[src/etseq_pkg.sv]
// Constants, register map and field layout of the event timer sequencer.
// Assumes a 10 MHz clock and an AXI4-Lite master with an 8-bit byte address.
// Functional notes
// RL1: Up to sixteen steps numbered 1 to 16; a program may stop earlier.
// RL2: Sixteen outputs 0 to 15 follow word bits; set bit means on.
// RL3: Bit-to-output mapping is common; each step holds its own pattern.
// RL4: Each step has its own condition: time, event, or both.
// RL5: One timebase, 0.01 s to 99.99 s per tick, shared by every step.
// RL6: Dwell equals 0.01 s times timebase times the step's own count.
// RL7: Timebase and per-step count accept values up to 9999.
// RL8: Evaluation happens once per scan; ticks and step changes only on scan strobe.
// RL9: Time-only step stays until its counts elapse, then next criteria apply.
// RL10: On entry the step pattern is applied, then its event is sampled.
// RL11: Step event selectable from input, output or internal relay points.
// RL12: Time-and-event step times only while event true, else stays put.
// RL13: When the step count expires the sequencer moves to the next step.
// RL14: Outputs switch to the new pattern in the same evaluation.
// RL15: Preset moves the current step directly to any chosen step number.
// RL16: Preset step 1..16 is loaded while reset is on and on run entry.
// RL17: Reset overrides start; start off freezes; start on runs timer and events.
// RL18: Each jog off-to-on edge advances one step while reset off, any start.
// RL19: After last step: set done, hold pattern, ignore start and jog until reset.
// RL20: Prescaler and count timer clear on every step entry.
// RL21: No count means advance on event; no event means count unconditionally.
package etseq_pkg;
   localparam int ADDR_W = 8;
   localparam int NUM_STEPS = 16;
   localparam int NUM_OUTS = 16;
   localparam int NUM_POINTS = 16;
   localparam int VAL_W = 14;
   localparam logic [VAL_W-1:0] VAL_MAX = 14'h270F;

   // One timer count is a hundredth of a second; the scan runs at that rate
   localparam int CLK_PERIOD_NS = 100;
   localparam int TICK_TIME_NS = 10000000;
   localparam int TICK_CYCLES = TICK_TIME_NS / CLK_PERIOD_NS;

   localparam logic [ADDR_W-1:0] OFF_CTRL = 8'h00;
   localparam logic [ADDR_W-1:0] OFF_TIMEBASE = 8'h04;
   localparam logic [ADDR_W-1:0] OFF_PRESET = 8'h08;
   localparam logic [ADDR_W-1:0] OFF_LAST = 8'h0C;
   localparam logic [ADDR_W-1:0] OFF_STATUS = 8'h10;
   localparam logic [ADDR_W-1:0] OFF_PRESCALE = 8'h14;
   localparam logic [ADDR_W-1:0] OFF_STEPCNT = 8'h18;
   localparam logic [ADDR_W-1:0] OFF_RELAY = 8'h1C;
   localparam logic [ADDR_W-1:0] OFF_INPUTS = 8'h20;
   localparam logic [1:0] PAGE_PATTERN = 2'h1;
   localparam logic [1:0] PAGE_STEPCFG = 2'h2;

   localparam int CTRL_START_BIT = 0;
   localparam int CTRL_JOG_BIT = 1;
   localparam int CTRL_RESET_BIT = 2;
   localparam int CTRL_RUN_BIT = 3;
   localparam int STAT_DONE_BIT = 8;
   localparam int CFG_USECNT_BIT = 16;
   localparam int CFG_USEEV_BIT = 17;
   localparam int CFG_EVIDX_LSB = 24;
   localparam int CFG_EVTYPE_LSB = 28;
   localparam logic [31:0] CFG_MASK = 32'h3F03_3FFF;

   localparam logic [1:0] EV_INPUT = 2'h0;
   localparam logic [1:0] EV_OUTPUT = 2'h1;
   localparam logic [1:0] EV_RELAY = 2'h2;

   localparam logic [3:0] RST_CTRL = 4'h0;
   localparam logic [VAL_W-1:0] RST_TIMEBASE = 14'h0064;
   localparam logic [3:0] RST_PRESET = 4'h0;
   localparam logic [3:0] RST_LAST = 4'hF;

   localparam logic [1:0] RESP_OKAY = 2'h0;
   localparam logic [1:0] RESP_SLVERR = 2'h2;

   typedef enum logic {SEQ_STEP, SEQ_DONE} seq_state_e;
endpackage : etseq_pkg

[src/scan_divider.sv]
// Scan strobe generator: one-cycle pulse every CYCLES clocks.
// Assumes a free-running clock; the strobe paces every sequencer evaluation.
`timescale 1ns/1ps
module scan_divider #(
   parameter int CYCLES = 100
) (
   // Clock and reset
   input logic clk,
   input logic rstn,
   // Strobe
   output logic tick
);
   localparam int CW = (CYCLES > 1) ? $clog2(CYCLES) : 1;
   localparam logic [CW-1:0] LAST = CW'(CYCLES - 1);

   logic [CW-1:0] cnt;
   logic [CW-1:0] next_cnt;
   logic next_tick;

   always_comb begin
      next_tick = (cnt == LAST);
      next_cnt = next_tick ? '0 : cnt + 1'b1;
   end

   always_ff @(posedge clk or negedge rstn) begin
      if (!rstn) begin
         cnt <= '0;
         tick <= 1'b0;
      end else begin
         cnt <= next_cnt;
         tick <= next_tick;
      end
   end
endmodule : scan_divider

[src/event_timer_sequencer.sv]
// Sixteen-step event/timer sequencer with an AXI4-Lite register file.
// Assumes one 10 MHz clock; event points are asynchronous pins.
`timescale 1ns/1ps
module event_timer_sequencer
   import etseq_pkg::*;
#(
   parameter int SCAN_CYCLES = TICK_CYCLES
) (
   // Clock and reset
   input logic clk,
   input logic rstn,
   // AXI4-Lite write channels
   input logic [ADDR_W-1:0] awaddr,
   input logic awvalid,
   output logic awready,
   input logic [31:0] wdata,
   input logic [3:0] wstrb,
   input logic wvalid,
   output logic wready,
   output logic [1:0] bresp,
   output logic bvalid,
   input logic bready,
   // AXI4-Lite read channels
   input logic [ADDR_W-1:0] araddr,
   input logic arvalid,
   output logic arready,
   output logic [31:0] rdata,
   output logic [1:0] rresp,
   output logic rvalid,
   input logic rready,
   // Discrete points
   input logic [NUM_POINTS-1:0] stepEventPoint,
   output logic [NUM_OUTS-1:0] coil,
   output logic seqDone
);
   logic scan;
   logic awHeld, wHeld, next_awHeld, next_wHeld;
   logic [ADDR_W-1:0] awAddr, next_awAddr, wrAddr;
   logic [31:0] wData, next_wData, wrData;
   logic [3:0] wStrb, next_wStrb, wrStrb;
   logic next_awready, next_wready, next_bvalid, next_arready, next_rvalid;
   logic [1:0] next_bresp, next_rresp;
   logic [31:0] next_rdata;
   logic awTake, wTake, arTake, doWr;
   logic [32:0] wrWord, rdWord;
   logic [3:0] ctrl, next_ctrl;
   logic [VAL_W-1:0] timebase, next_timebase;
   logic [3:0] presetIdx, next_presetIdx, lastIdx, next_lastIdx;
   logic [NUM_OUTS-1:0] relay, next_relay;
   logic [NUM_OUTS-1:0] pattern [NUM_STEPS];
   logic [NUM_OUTS-1:0] next_pattern [NUM_STEPS];
   logic [31:0] cfgWord [NUM_STEPS];
   logic [31:0] next_cfgWord [NUM_STEPS];
   logic [NUM_POINTS-1:0] evS1, evS2, evS3, evIn, next_evIn;
   seq_state_e state, next_state;
   logic [3:0] stepIdx, next_stepIdx;
   logic [VAL_W-1:0] prescale, next_prescale, stepCnt, next_stepCnt;
   logic jogSeen, next_jogSeen, runSeen, next_runSeen;
   logic [NUM_OUTS-1:0] next_coil;
   logic active, jogRise, gate, met, evVal;
   logic [31:0] curCfg;
   logic [VAL_W-1:0] tbEff, cntLim;
   logic done;

   scan_divider #(
      .CYCLES(SCAN_CYCLES)
   ) uScan (
      .clk(clk),
      .rstn(rstn),
      .tick(scan)
   );

   function automatic logic [31:0] mergeBytes(input logic [31:0] old, input logic [31:0] nw,
                                              input logic [3:0] strb);
      logic [31:0] r;
      r = old;
      for (int i = 0; i < 4; i++) begin
         if (strb[i]) r[8*i+:8] = nw[8*i+:8];
      end
      return r;
   endfunction : mergeBytes

   function automatic logic [VAL_W-1:0] clampVal(input logic [15:0] v);
      return (v > {2'h0, VAL_MAX}) ? VAL_MAX : v[VAL_W-1:0];
   endfunction : clampVal

   // Step numbers 1..16 are stored as index 0..15; out-of-range saturates
   function automatic logic [3:0] stepToIdx(input logic [4:0] n);
      logic [4:0] m;
      m = (n == 5'h00) ? 5'h01 : ((n > 5'h10) ? 5'h10 : n);
      return 4'(m - 5'h01);
   endfunction : stepToIdx

   // Bit 32 marks a mapped address
   function automatic logic [32:0] regRead(input logic [ADDR_W-1:0] a);
      logic [32:0] r;
      r = {1'b1, 32'h0000_0000};
      case (a[7:6])
         PAGE_PATTERN: r[NUM_OUTS-1:0] = pattern[a[5:2]];
         PAGE_STEPCFG: r[31:0] = cfgWord[a[5:2]];
         2'h3: r[32] = 1'b0;
         default: begin
            case ({a[7:2], 2'h0})
               OFF_CTRL: r[3:0] = ctrl;
               OFF_TIMEBASE: r[VAL_W-1:0] = timebase;
               OFF_PRESET: r[4:0] = {1'b0, presetIdx} + 5'h01;
               OFF_LAST: r[4:0] = {1'b0, lastIdx} + 5'h01;
               OFF_STATUS: begin
                  r[4:0] = {1'b0, stepIdx} + 5'h01;
                  r[STAT_DONE_BIT] = done;
               end
               OFF_PRESCALE: r[VAL_W-1:0] = prescale;
               OFF_STEPCNT: r[VAL_W-1:0] = stepCnt;
               OFF_RELAY: r[NUM_OUTS-1:0] = relay;
               OFF_INPUTS: r[NUM_POINTS-1:0] = evIn;
               default: r[32] = 1'b0;
            endcase
         end
      endcase
      return r;
   endfunction : regRead

   // Bus slave: address and data may arrive in either order
   assign awTake = awvalid && awready;
   assign wTake = wvalid && wready;
   assign arTake = arvalid && arready;
   assign wrAddr = awTake ? awaddr : awAddr;
   assign wrData = wTake ? wdata : wData;
   assign wrStrb = wTake ? wstrb : wStrb;
   assign doWr = (awHeld || awTake) && (wHeld || wTake);
   // A process, not an assign, so register changes behind the function are seen
   always_comb begin
      wrWord = regRead(wrAddr);
      rdWord = regRead(araddr);
   end

   always_comb begin
      next_awAddr = wrAddr;
      next_wData = wrData;
      next_wStrb = wrStrb;
      next_awHeld = (awHeld || awTake) && !doWr;
      next_wHeld = (wHeld || wTake) && !doWr;
      next_bvalid = bvalid ? !bready : doWr;
      next_bresp = doWr ? (wrWord[32] ? RESP_OKAY : RESP_SLVERR) : bresp;
      next_awready = !next_awHeld && !next_bvalid;
      next_wready = !next_wHeld && !next_bvalid;
      next_rvalid = rvalid ? !rready : arTake;
      next_rdata = arTake ? rdWord[31:0] : rdata;
      next_rresp = arTake ? (rdWord[32] ? RESP_OKAY : RESP_SLVERR) : rresp;
      next_arready = !next_rvalid;
   end

   always_ff @(posedge clk or negedge rstn) begin
      if (!rstn) begin
         awHeld <= 1'b0;
         wHeld <= 1'b0;
         awAddr <= '0;
         wData <= '0;
         wStrb <= '0;
         awready <= 1'b1;
         wready <= 1'b1;
         bvalid <= 1'b0;
         bresp <= RESP_OKAY;
         arready <= 1'b1;
         rvalid <= 1'b0;
         rdata <= '0;
         rresp <= RESP_OKAY;
      end else begin
         awHeld <= next_awHeld;
         wHeld <= next_wHeld;
         awAddr <= next_awAddr;
         wData <= next_wData;
         wStrb <= next_wStrb;
         awready <= next_awready;
         wready <= next_wready;
         bvalid <= next_bvalid;
         bresp <= next_bresp;
         arready <= next_arready;
         rvalid <= next_rvalid;
         rdata <= next_rdata;
         rresp <= next_rresp;
      end
   end

   // Configuration; read-only addresses accept and drop writes
   always_comb begin
      logic [31:0] wv;
      wv = mergeBytes(wrWord[31:0], wrData, wrStrb);
      next_ctrl = ctrl;
      next_timebase = timebase;
      next_presetIdx = presetIdx;
      next_lastIdx = lastIdx;
      next_relay = relay;
      next_pattern = pattern;
      next_cfgWord = cfgWord;
      if (doWr) begin
         case (wrAddr[7:6])
            PAGE_PATTERN: next_pattern[wrAddr[5:2]] = wv[NUM_OUTS-1:0]; // RL3
            PAGE_STEPCFG: begin
               next_cfgWord[wrAddr[5:2]] = wv & CFG_MASK; // RL4
               next_cfgWord[wrAddr[5:2]][VAL_W-1:0] = clampVal(wv[15:0]); // RL7
            end
            2'h3: ;
            default: begin
               case ({wrAddr[7:2], 2'h0})
                  OFF_CTRL: next_ctrl = wv[3:0];
                  OFF_TIMEBASE: next_timebase = clampVal(wv[15:0]); // RL7
                  OFF_PRESET: next_presetIdx = stepToIdx(wv[4:0]); // RL16
                  OFF_LAST: next_lastIdx = stepToIdx(wv[4:0]); // RL1
                  OFF_RELAY: next_relay = wv[NUM_OUTS-1:0];
                  default: ;
               endcase
            end
         endcase
      end
   end

   always_ff @(posedge clk or negedge rstn) begin
      if (!rstn) begin
         ctrl <= RST_CTRL;
         timebase <= RST_TIMEBASE;
         presetIdx <= RST_PRESET;
         lastIdx <= RST_LAST;
         relay <= '0;
         for (int i = 0; i < NUM_STEPS; i++) begin
            pattern[i] <= '0;
            cfgWord[i] <= '0;
         end
      end else begin
         ctrl <= next_ctrl;
         timebase <= next_timebase;
         presetIdx <= next_presetIdx;
         lastIdx <= next_lastIdx;
         relay <= next_relay;
         pattern <= next_pattern;
         cfgWord <= next_cfgWord;
      end
   end

   // Event pins: a change counts once the second and third stages agree
   always_comb begin
      next_evIn = (evS3 & ~(evS2 ^ evS3)) | (evIn & (evS2 ^ evS3));
   end

   always_ff @(posedge clk or negedge rstn) begin
      if (!rstn) begin
         evS1 <= '0;
         evS2 <= '0;
         evS3 <= '0;
         evIn <= '0;
      end else begin
         evS1 <= stepEventPoint;
         evS2 <= evS1;
         evS3 <= evS2;
         evIn <= next_evIn;
      end
   end

   // Sequencer, evaluated only on the scan strobe
   assign done = (state == SEQ_DONE);
   assign curCfg = cfgWord[stepIdx];
   assign cntLim = curCfg[VAL_W-1:0];
   // A zero timebase would stall the prescaler, so it acts as one tick
   assign tbEff = (timebase == '0) ? 14'h0001 : timebase; // RL5

   always_comb begin
      case (curCfg[CFG_EVTYPE_LSB+:2]) // RL11
         EV_INPUT: evVal = evIn[curCfg[CFG_EVIDX_LSB+:4]];
         EV_OUTPUT: evVal = coil[curCfg[CFG_EVIDX_LSB+:4]];
         EV_RELAY: evVal = relay[curCfg[CFG_EVIDX_LSB+:4]];
         default: evVal = 1'b0;
      endcase
   end

   always_comb begin
      next_state = state;
      next_stepIdx = stepIdx;
      next_prescale = prescale;
      next_stepCnt = stepCnt;
      next_jogSeen = jogSeen;
      next_runSeen = runSeen;
      active = 1'b0;
      met = 1'b0;
      jogRise = ctrl[CTRL_JOG_BIT] && !jogSeen;
      gate = !curCfg[CFG_USEEV_BIT] || evVal; // RL21
      if (scan) begin // RL8
         next_jogSeen = ctrl[CTRL_JOG_BIT];
         next_runSeen = ctrl[CTRL_RUN_BIT];
         if (ctrl[CTRL_RUN_BIT]) begin
            if (ctrl[CTRL_RESET_BIT] || !runSeen) begin
               next_state = SEQ_STEP; // RL19
               next_stepIdx = presetIdx; // RL15 RL16 RL17
               next_prescale = '0;
               next_stepCnt = '0;
            end else if (!done) begin
               active = 1'b1;
               if (ctrl[CTRL_START_BIT]) begin // RL17
                  if (curCfg[CFG_USECNT_BIT] && cntLim != '0) begin
                     if (gate) begin // RL12
                        if ({1'b0, prescale} + 15'h0001 >= {1'b0, tbEff}) begin // RL5
                           next_prescale = '0;
                           if ({1'b0, stepCnt} + 15'h0001 >= {1'b0, cntLim}) begin
                              met = 1'b1; // RL6 RL9
                           end else begin
                              next_stepCnt = stepCnt + 14'h0001;
                           end
                        end else begin
                           next_prescale = prescale + 14'h0001;
                        end
                     end
                  end else begin
                     met = gate; // RL21
                  end
               end
               if (met || jogRise) begin // RL18
                  if (stepIdx == lastIdx) begin
                     next_state = SEQ_DONE; // RL19
                  end else begin
                     next_stepIdx = stepIdx + 4'h1; // RL13
                     next_prescale = '0; // RL20
                     next_stepCnt = '0; // RL20
                  end
               end
            end
         end
      end
      next_coil = pattern[next_stepIdx]; // RL2 RL10 RL14
   end

   always_ff @(posedge clk or negedge rstn) begin
      if (!rstn) begin
         state <= SEQ_STEP;
         stepIdx <= RST_PRESET;
         prescale <= '0;
         stepCnt <= '0;
         jogSeen <= 1'b0;
         runSeen <= 1'b0;
         coil <= '0;
         seqDone <= 1'b0;
      end else begin
         state <= next_state;
         stepIdx <= next_stepIdx;
         prescale <= next_prescale;
         stepCnt <= next_stepCnt;
         jogSeen <= next_jogSeen;
         runSeen <= next_runSeen;
         coil <= next_coil;
         seqDone <= (next_state == SEQ_DONE);
      end
   end

   logic [NUM_OUTS-1:0] curPat;
   assign curPat = pattern[stepIdx];
endmodule : event_timer_sequencer

[config.mk]
export PLATFORM = sky130hd
export DESIGN_NAME = event_timer_sequencer
export DESIGN_NICKNAME = d
export VERILOG_FILES = /design/src/etseq_pkg.sv /design/src/scan_divider.sv /design/src/event_timer_sequencer.sv
export SDC_FILE = /design/constraint.sdc
export NUM_CORES = 2
export LEC_CHECK = 0
export BUFFER_PORTS_ARGS = -buffer_cell sky130_fd_sc_hd__buf_2
export CAP_MARGIN = 20
export CORE_MARGIN = 1
export CORE_UTILIZATION = 40
export CTS_BUF_LIST = sky130_fd_sc_hd__clkbuf_8
export DETAILED_ROUTE_END_ITERATION = 7
export SETUP_SLACK_MARGIN = 0.4
export SLEW_MARGIN = 0
export SYNTH_ARGS = -nofsm -noshare
export SYNTH_HDL_FRONTEND = slang
export SYNTH_SLANG_ARGS = --single-unit
[constraint.sdc]
create_clock -name clk -period 5.94 [get_ports clk]
set_input_delay 1.188 -clock clk [delete_from_list [all_inputs] [get_ports clk]]
set_output_delay 1.188 -clock clk [all_outputs]
set_load 0.02 [all_outputs]
; Yosys cells after proc, flatten, opt, wreduce, memory -nomap -nowiden
; Index checks and enable logic that the tools add are counted.
[totals]
ramBits = 0
register_bits = 1030
rom_bits = 0
out_inout_bits = 58
latchBits = 0
mem_count = 0
wordCells = 273
in_bits = 75
[op_classes]
bitwise = 10
n_lt_le_gt_ge = 10
addsub = 10
reduce_logical = 46
muxes = 106
shift = 0
div_mod_pow = 0
n_mul = 0
n_eq_ne = 27
[op_table]
columns = cell, count
row1 = $bwmux 512, 2
row2 = $bmux 32 s4, 3
row3 = $mux 14, 21
row4 = $bwmux 256, 1
row5 = $demux 32 s4, 2
row6 = $bmux 16 s4, 3
row7 = $mux 16, 8
row8 = $mux 32, 4
row9 = $mux 30, 4
row10 = $pmux 16 s3, 2
row11 = $pmux 4 s9, 2
row12 = $demux 16 s4, 1
row13 = $pmux 5 s5, 2
row14 = $eq 6x3->1 const B, 8
row15 = $mux 4, 9
row16 = $and 16x16->16, 2
row17 = $add 14x1->15 const B, 2
row18 = $ge 15x14->1, 2
row19 = $pmux 3 s5, 2
row20 = $add 14x1->14 const B, 2
row21 = $eq 6x2->1 const B, 4
row22 = $mux 8, 3
row23 = $ge 5x5->1 const B, 4
row24 = $mux 1, 20
row25 = other kinds (42), 96

; Logic depth before layout (Yosys ltp)
[logic_depth]
ltp_word = 25
mapped_depth = 28
mapped_depth_nobuf = 21

; By module
; From an unflattened synthesis, not the netlist that was laid out.
[unflattened]
hier_cells = 5195
area_unflattened_um2 = 50043.0
[by_module_without_submodules]
columns = mod, cells_each, seq_area_each_um2, n_inst, area_each_um2
row1 = event_timer_sequencer, 5120, 20832.5, 1, 49224.7
row2 = scan_divider, 75, 450.4, 1, 818.3

; Least setup slack after synthesis
; Ideal clock, no wire load.
[synth_timing]
path_type = input -> register
startpoint = input port awvalid
endpoint = register presetIdx[2]
path_stages = 21
path_slack_ns = 0.608
path_buffers = 7
setup_ns = 0.125
t_arrival_ns = 5.207
required_time_ns = 5.815
path_cell_list = nand2_2 > mux2i_1 > buf_2 > buf_2 > buf_2 > buf_2 > buf_2 > buf_2 > nand3_1 > a311oi_1 > a31oi_1 > a221o_1 > a31oi_1 > clkbuf_1 > inv_1 > or3_1 > a21oi_1 > inv_1 > ha_1 > xnor2_1 > mux2_2
[synth_via]
elab_chain_len = 12
elab_cells_between_ends = 35
cone_classes = add/sub: 1 / order compare: 1 / eq/ne: 11 / mux: 13 / bitwise: 2 / reduce/logical: 7
[synth_lines]
columns = element, line
row1 = "start, declared", event_timer_sequencer.sv:14  ; input logic awvalid,
row2 = $logic_and 1x1->1 (*), event_timer_sequencer.sv:124  ; assign awTake = awvalid && awready;
row3 = $mux 8, event_timer_sequencer.sv:127  ; assign wrAddr = awTake ? awaddr : awAddr;
row4 = $not 4->5 (implied by the code), "event_timer_sequencer.sv:99, event_timer_sequencer.sv:100"
row5 = $bmux 32 s4 or $bmux 16 s4 (tied branches), "event_timer_sequencer.sv:100, event_timer_sequencer.sv:99"
row6 = $mux 30 (implied by the code) or $mux 16 (tied branches) (2 in series), "event_timer_sequencer.sv:100, event_timer_sequencer.sv:99"
row7 = $pmux 16 s3, event_timer_sequencer.sv:98  ; case (a[7:6])
row8 = $mux 8, event_timer_sequencer.sv:78  ; if (strb[i]) r[8*i+:8] = nw[8*i+:8];
row9 = $gt 5x5->1, event_timer_sequencer.sv:90  ; m = (n == 5'h00) ? 5'h01 : ((n > 5'h10) ? 5'h10 : n);
row10 = $mux 4 (2 in series), event_timer_sequencer.sv:90
row11 = $sub 4x1->4, event_timer_sequencer.sv:91  ; return 4'(m - 5'h01);
row12 = "end signal, assigned", event_timer_sequencer.sv:232  ; presetIdx <= next_presetIdx;
row13 = "end, declared", event_timer_sequencer.sv:48  ; logic [3:0] presetIdx, next_presetIdx, lastIdx, next_lastIdx;
; Every way passes the cells marked *; elsewhere a longest branch is shown, timed or not. The select of a mux whose other input is x is not followed.
; A chain may end at the register's enable or synchronous reset.

; Worst setup path after layout
[layout_timing]
startpoint = register stepIdx[0]
endpoint = register coil[14]
[layout_via]
elab_chain_len = 25
elab_cells_between_ends = 41
cone_classes = add/sub: 1 / order compare: 1 / eq/ne: 3 / mux: 28 / bitwise: 2 / reduce/logical: 6
[layout_lines]
columns = element, line
row1 = "start, declared", event_timer_sequencer.sv:56  ; logic [3:0] stepIdx, next_stepIdx;
row2 = "start signal, assigned", event_timer_sequencer.sv:342  ; stepIdx <= next_stepIdx;
row3 = branches (longest 20 deep; another with $ge 15x14->1), -
row4 = $mux 4 (*), event_timer_sequencer.sv:286  ; if (scan) begin
row5 = $not 4->5 (implied by the code) (*), event_timer_sequencer.sv:327  ; next_coil = pattern[next_stepIdx];
row6 = $bmux 16 s4 (*), event_timer_sequencer.sv:327
row7 = $mux 16 (implied by the code) (*) (2 in series), event_timer_sequencer.sv:327
row8 = named net next_coil[14], event_timer_sequencer.sv:59  ; logic [NUM_OUTS-1:0] next_coil;
row9 = "end signal, assigned", event_timer_sequencer.sv:347  ; coil <= next_coil;
row10 = "end, declared", event_timer_sequencer.sv:33  ; output logic [NUM_OUTS-1:0] coil,
; Mark *: on every way through the listed nets, which the timed path passes. The select of a mux whose other input is x is not followed.

==> summary.md <==
| Metric | Value |
|---|---|
| Die X | 356.2 µm |
| DR vias | 43.01k |
| Synth area leader | dfrtp_1 |
| Clock-pin slew on the worst setup and hold paths | 0.07 ns |
| CTS H-Tree Depth | 4 |
| Root Buffer | clkbuf_8 |
| Status | finished with violations |
| Relative slew slack | 23.87% |
| Met2 GRT Util | 43.90% |
| Worst vdd ir | 0.0003442 V |
| Worst hold path class | in -> async |
| Share of layout cells above drive strength 1 | 21.89% |
| Tmin final | 5.401 ns |
| Register-to-Register Path Depth | 19 |
| LEAKAGE | 24.07 nW |
| PwrDens | 473.4 nW/µm² |
| Hold slack | 0.3064 ns |
| Grt met1 use | 40.42% |
| CORE AREA | 124100 µm² |
| Setup CP Type | reg -> reg |
| Die height | 356.2 µm |
| Clk buf depth | 3 |
| Clock insertion delay at the later pin of the skew report | 0.92 ns |
| Worst endpoint required time | 6.66 ns |
| Adder-cell area share of the yosys netlist | 1.391% |
| Internal | 0.01516 W |
| Main synth FF type | dfrtp_1 |
| Synth cell count leaders | 1038 x nand2_1, 840 x dfrtp_1, 491 x o21ai_0 |
| Ys Warns | 0 |
| Initial DRC count | 5363 |
| Grt ovf | 0 |
| Final ANT Viol Nets | 0 |
| Crit Reg-Reg Startpoint | stepIdx[0] |
| P&R area growth vs syn | 13.66% |
| R2R Setup Slk | 0.54 ns |
| Sequential share of the synthesized area | 42.41% |
| Final setup violation count | 0 |
| Final hold vios | 0 |
| Die footprint | 126900 µm² |
| Overall power | 0.02700 W |
| Post-synth EDFFs | 0 |
| Post-route design area | 57040 µm² |
| Top Ports | 133 |
| Library cells used by synthesis | 89 |
| Vias per cell | 6.201 |
| CTS tree | built |
| Worst setup EP type | register |
| Synth Area in Compound Gates | 14.75% |
| Failing checks | DRC |
| Vias in the first global route | 41.13k |
| Final Max Tran Viols | 0 |
| Placement row count | 129 |
| Global-route met3 utilization | 7.760% |
| Initial antenna violation count | 6 |
| Largest family of logic cells by synthesized area | multiplexers |
| Avg Inst Size Synth | 9.832 µm² |
| Post-Synth XOR/XNOR Area | 0.8552% |
| Comb pwr share | 43.5% |
| Clk sinks | 850 |
| RSZ-0062 raised after global routing | no |
| DRC | 34 |
| DP Area | 53450 µm² |
| Grt peak-use layer | met2 |
| Detailed Route WL | 188.4 mm |
| Ranking of synthesized cells by area | dfrtp_1 42%, mux4_2 12%, nand2_1 7.8%, o21ai_0 4.9%, mux2_2 4.0% |
| Crit Path Max Fanout | 17 |
| GR Util All Layers | 29.59% |
| Top cell type's share of synthesized area | 41.89% |
| Num CTS Buffers | 153 |
| CP Launch Type | register |
| Port buffer count | 110 |
| Global-route wire length before repair | 278.9 mm |
| Worst Path Arrival | 6.12 ns |
| Sw Ratio | 43.85% |
| Simple-Gate Fraction of Synth Area | 15.74% |
| Most numerous cell in the Yosys netlist | nand2_1 |
| Part of the power in registers | 34.6% |
| Pin count of the biggest net entering global routing | 157 |
| Worst slew pin tran | 1.138 ns |
| Ys async rst share | 100.0% |
| Max Cap Viol | 0 |
| GPL Wtd Cong | 1.008 |
| Clock power share | 21.9% |
| Setup Skew | 0.06282 ns |
| Synthesis-stage register bit count | 850 |
| Synthesized instance count | 5104 |
| Reg2reg end | coil[14] |
| Fin Setup TNS | 0 ns |
| Setup slack after layout | 0.5393 ns |
| Post-synthesis mux area share | 20.05% |
| Routed wire per std cell | 27.17 µm |
| Max Fclk | 185.2 MHz |
| Final period utilization | 90.92% |
| Dpl hpwl | 124.4 mm |
| Mapped cell area | 50180 µm² |
| Pre-CTS WS | 0.06542 ns |
| P_sw | 0.01184 W |
| First drt pass iteration count | 8 |
| Initial Util | 40.43% |
| Nets | 5298 |
==> power groups by stage <==
stage	Clock (W)	Sequential, W	Combinational [W]
5_1_grt	0.00626	0.00957	0.0125
3_5_place_dp	0	0.00935	0.0114
6_report	0.00591	0.00934	0.0118
2_1_floorplan	0	0.00882	0.00711
4_1_cts	0.00600	0.00926	0.0114
3_3_place_gp	0	0.00926	0.0113
==> layout make-up <==
cell class	instances	area (µm²)
Clock inverter	85	700.7
Tap cell	1637	2048
Timing Repair Buffer	375	3346
Fill cell	11704	67080
Multi-Input combinational cell	3710	26750
Antenna cell	5	12.51
Clock buffer	184	2532
Sequential cell	850	21290
Inverter	90	352.8
==> logic make-up after synthesis <==
| logic type | Yosys count |
|---|---|
| compound gates | 1145 |
| xor+xnor | 49 |
| fa+ha+maj | 59 |
| buf+inv | 554 |
| flops | 850 |
| mux | 644 |
| other cells | 1 |
| simple gates | 1802 |
==> routing by layer <==
metal | wire length, µm | share of wire [%]
met3 | 19940 | 11
met4 | 9269 | 4.9
met1 | 76230 | 40
met5 | 47 | 0.025
met2 | 82950 | 44
==> through the flow <==
| step | cells | util (%) |
|---|---|---|
| after global routing | 6933 | 45.95 |
| final | 6936 | 45.95 |
| after CTS | 6910 | 45.67 |
| after detailed placement | 6641 | 43.07 |
| after floorplan | 5113 | - |
| after global placement | 6639 | 43.03 |
==> worst max path at each step <==
stage                        end  slack (ns)  startpoint
floorplan           presetIdx[2]        0.61     awvalid
global placement    cfgWord[201]        0.09     awvalid
detailed placement    cfgWord[9]        0.07     awvalid
CTS                      coil[3]        0.41  stepIdx[0]
global route            coil[14]        0.41  stepCnt[2]
finish                  coil[14]        0.54  stepIdx[0]
==> worst max-delay path: stages, from the launching register on <==
cell and delay [ns]:
dfrtp_4 0.56, buf_12 0.20, nor2b_1 0.16, a22oi_1 0.32, a31oi_1 0.14, buf_4 0.19, nor2_4 0.15, buf_4 0.25
mux2i_1 0.50, mux2i_1 0.29, o211ai_1 0.22, and3b_1 0.46, a31oi_4 0.19, a211o_4 0.46, nand2_4 0.13, inv_4 0.08
buf_4 0.16, mux2_4 0.29, o2111ai_1 0.19, nand4_1 0.25
==> layout by cell type, fill, tap and decap left out, drive strengths merged, types with 56 or more instances in the layout <==
cell,n
a21oi,157
a221oi,56
a311oi,70
and3,119
buf,372
clkbuf,187
dfrtp,840
inv,140
mux2,191
mux2i,185
mux4,268
nand2,1041
nand3,280
nor2,202
o211ai,71
o21ai,497
==> state kept, by name, summed over array words and instances, names as in the netlist, 4 cells and up, named ones only <==
register,flops
timebase,14
lastIdx,4
wStrb,4
evS3,16
presetIdx,4
pattern,256
stepIdx,4
evS2,16
prescale,14
rdata,24
cfgWord,352
relay,16
uScan.cnt,17
wData,24
stepCnt,14
coil,16
awAddr,6
evS1,16
ctrl,4
==> repair_timing <==
action | 4_1_cts | 5_1_grt
hold buffers | 0 | 0
endpoints found under the hold margin | 0 | 0
gates resized for setup | 0 | 15
setup endpoints to repair | 0 | 16
buffers inserted | 0 | 5
Power figures use the tool's default switching activity.
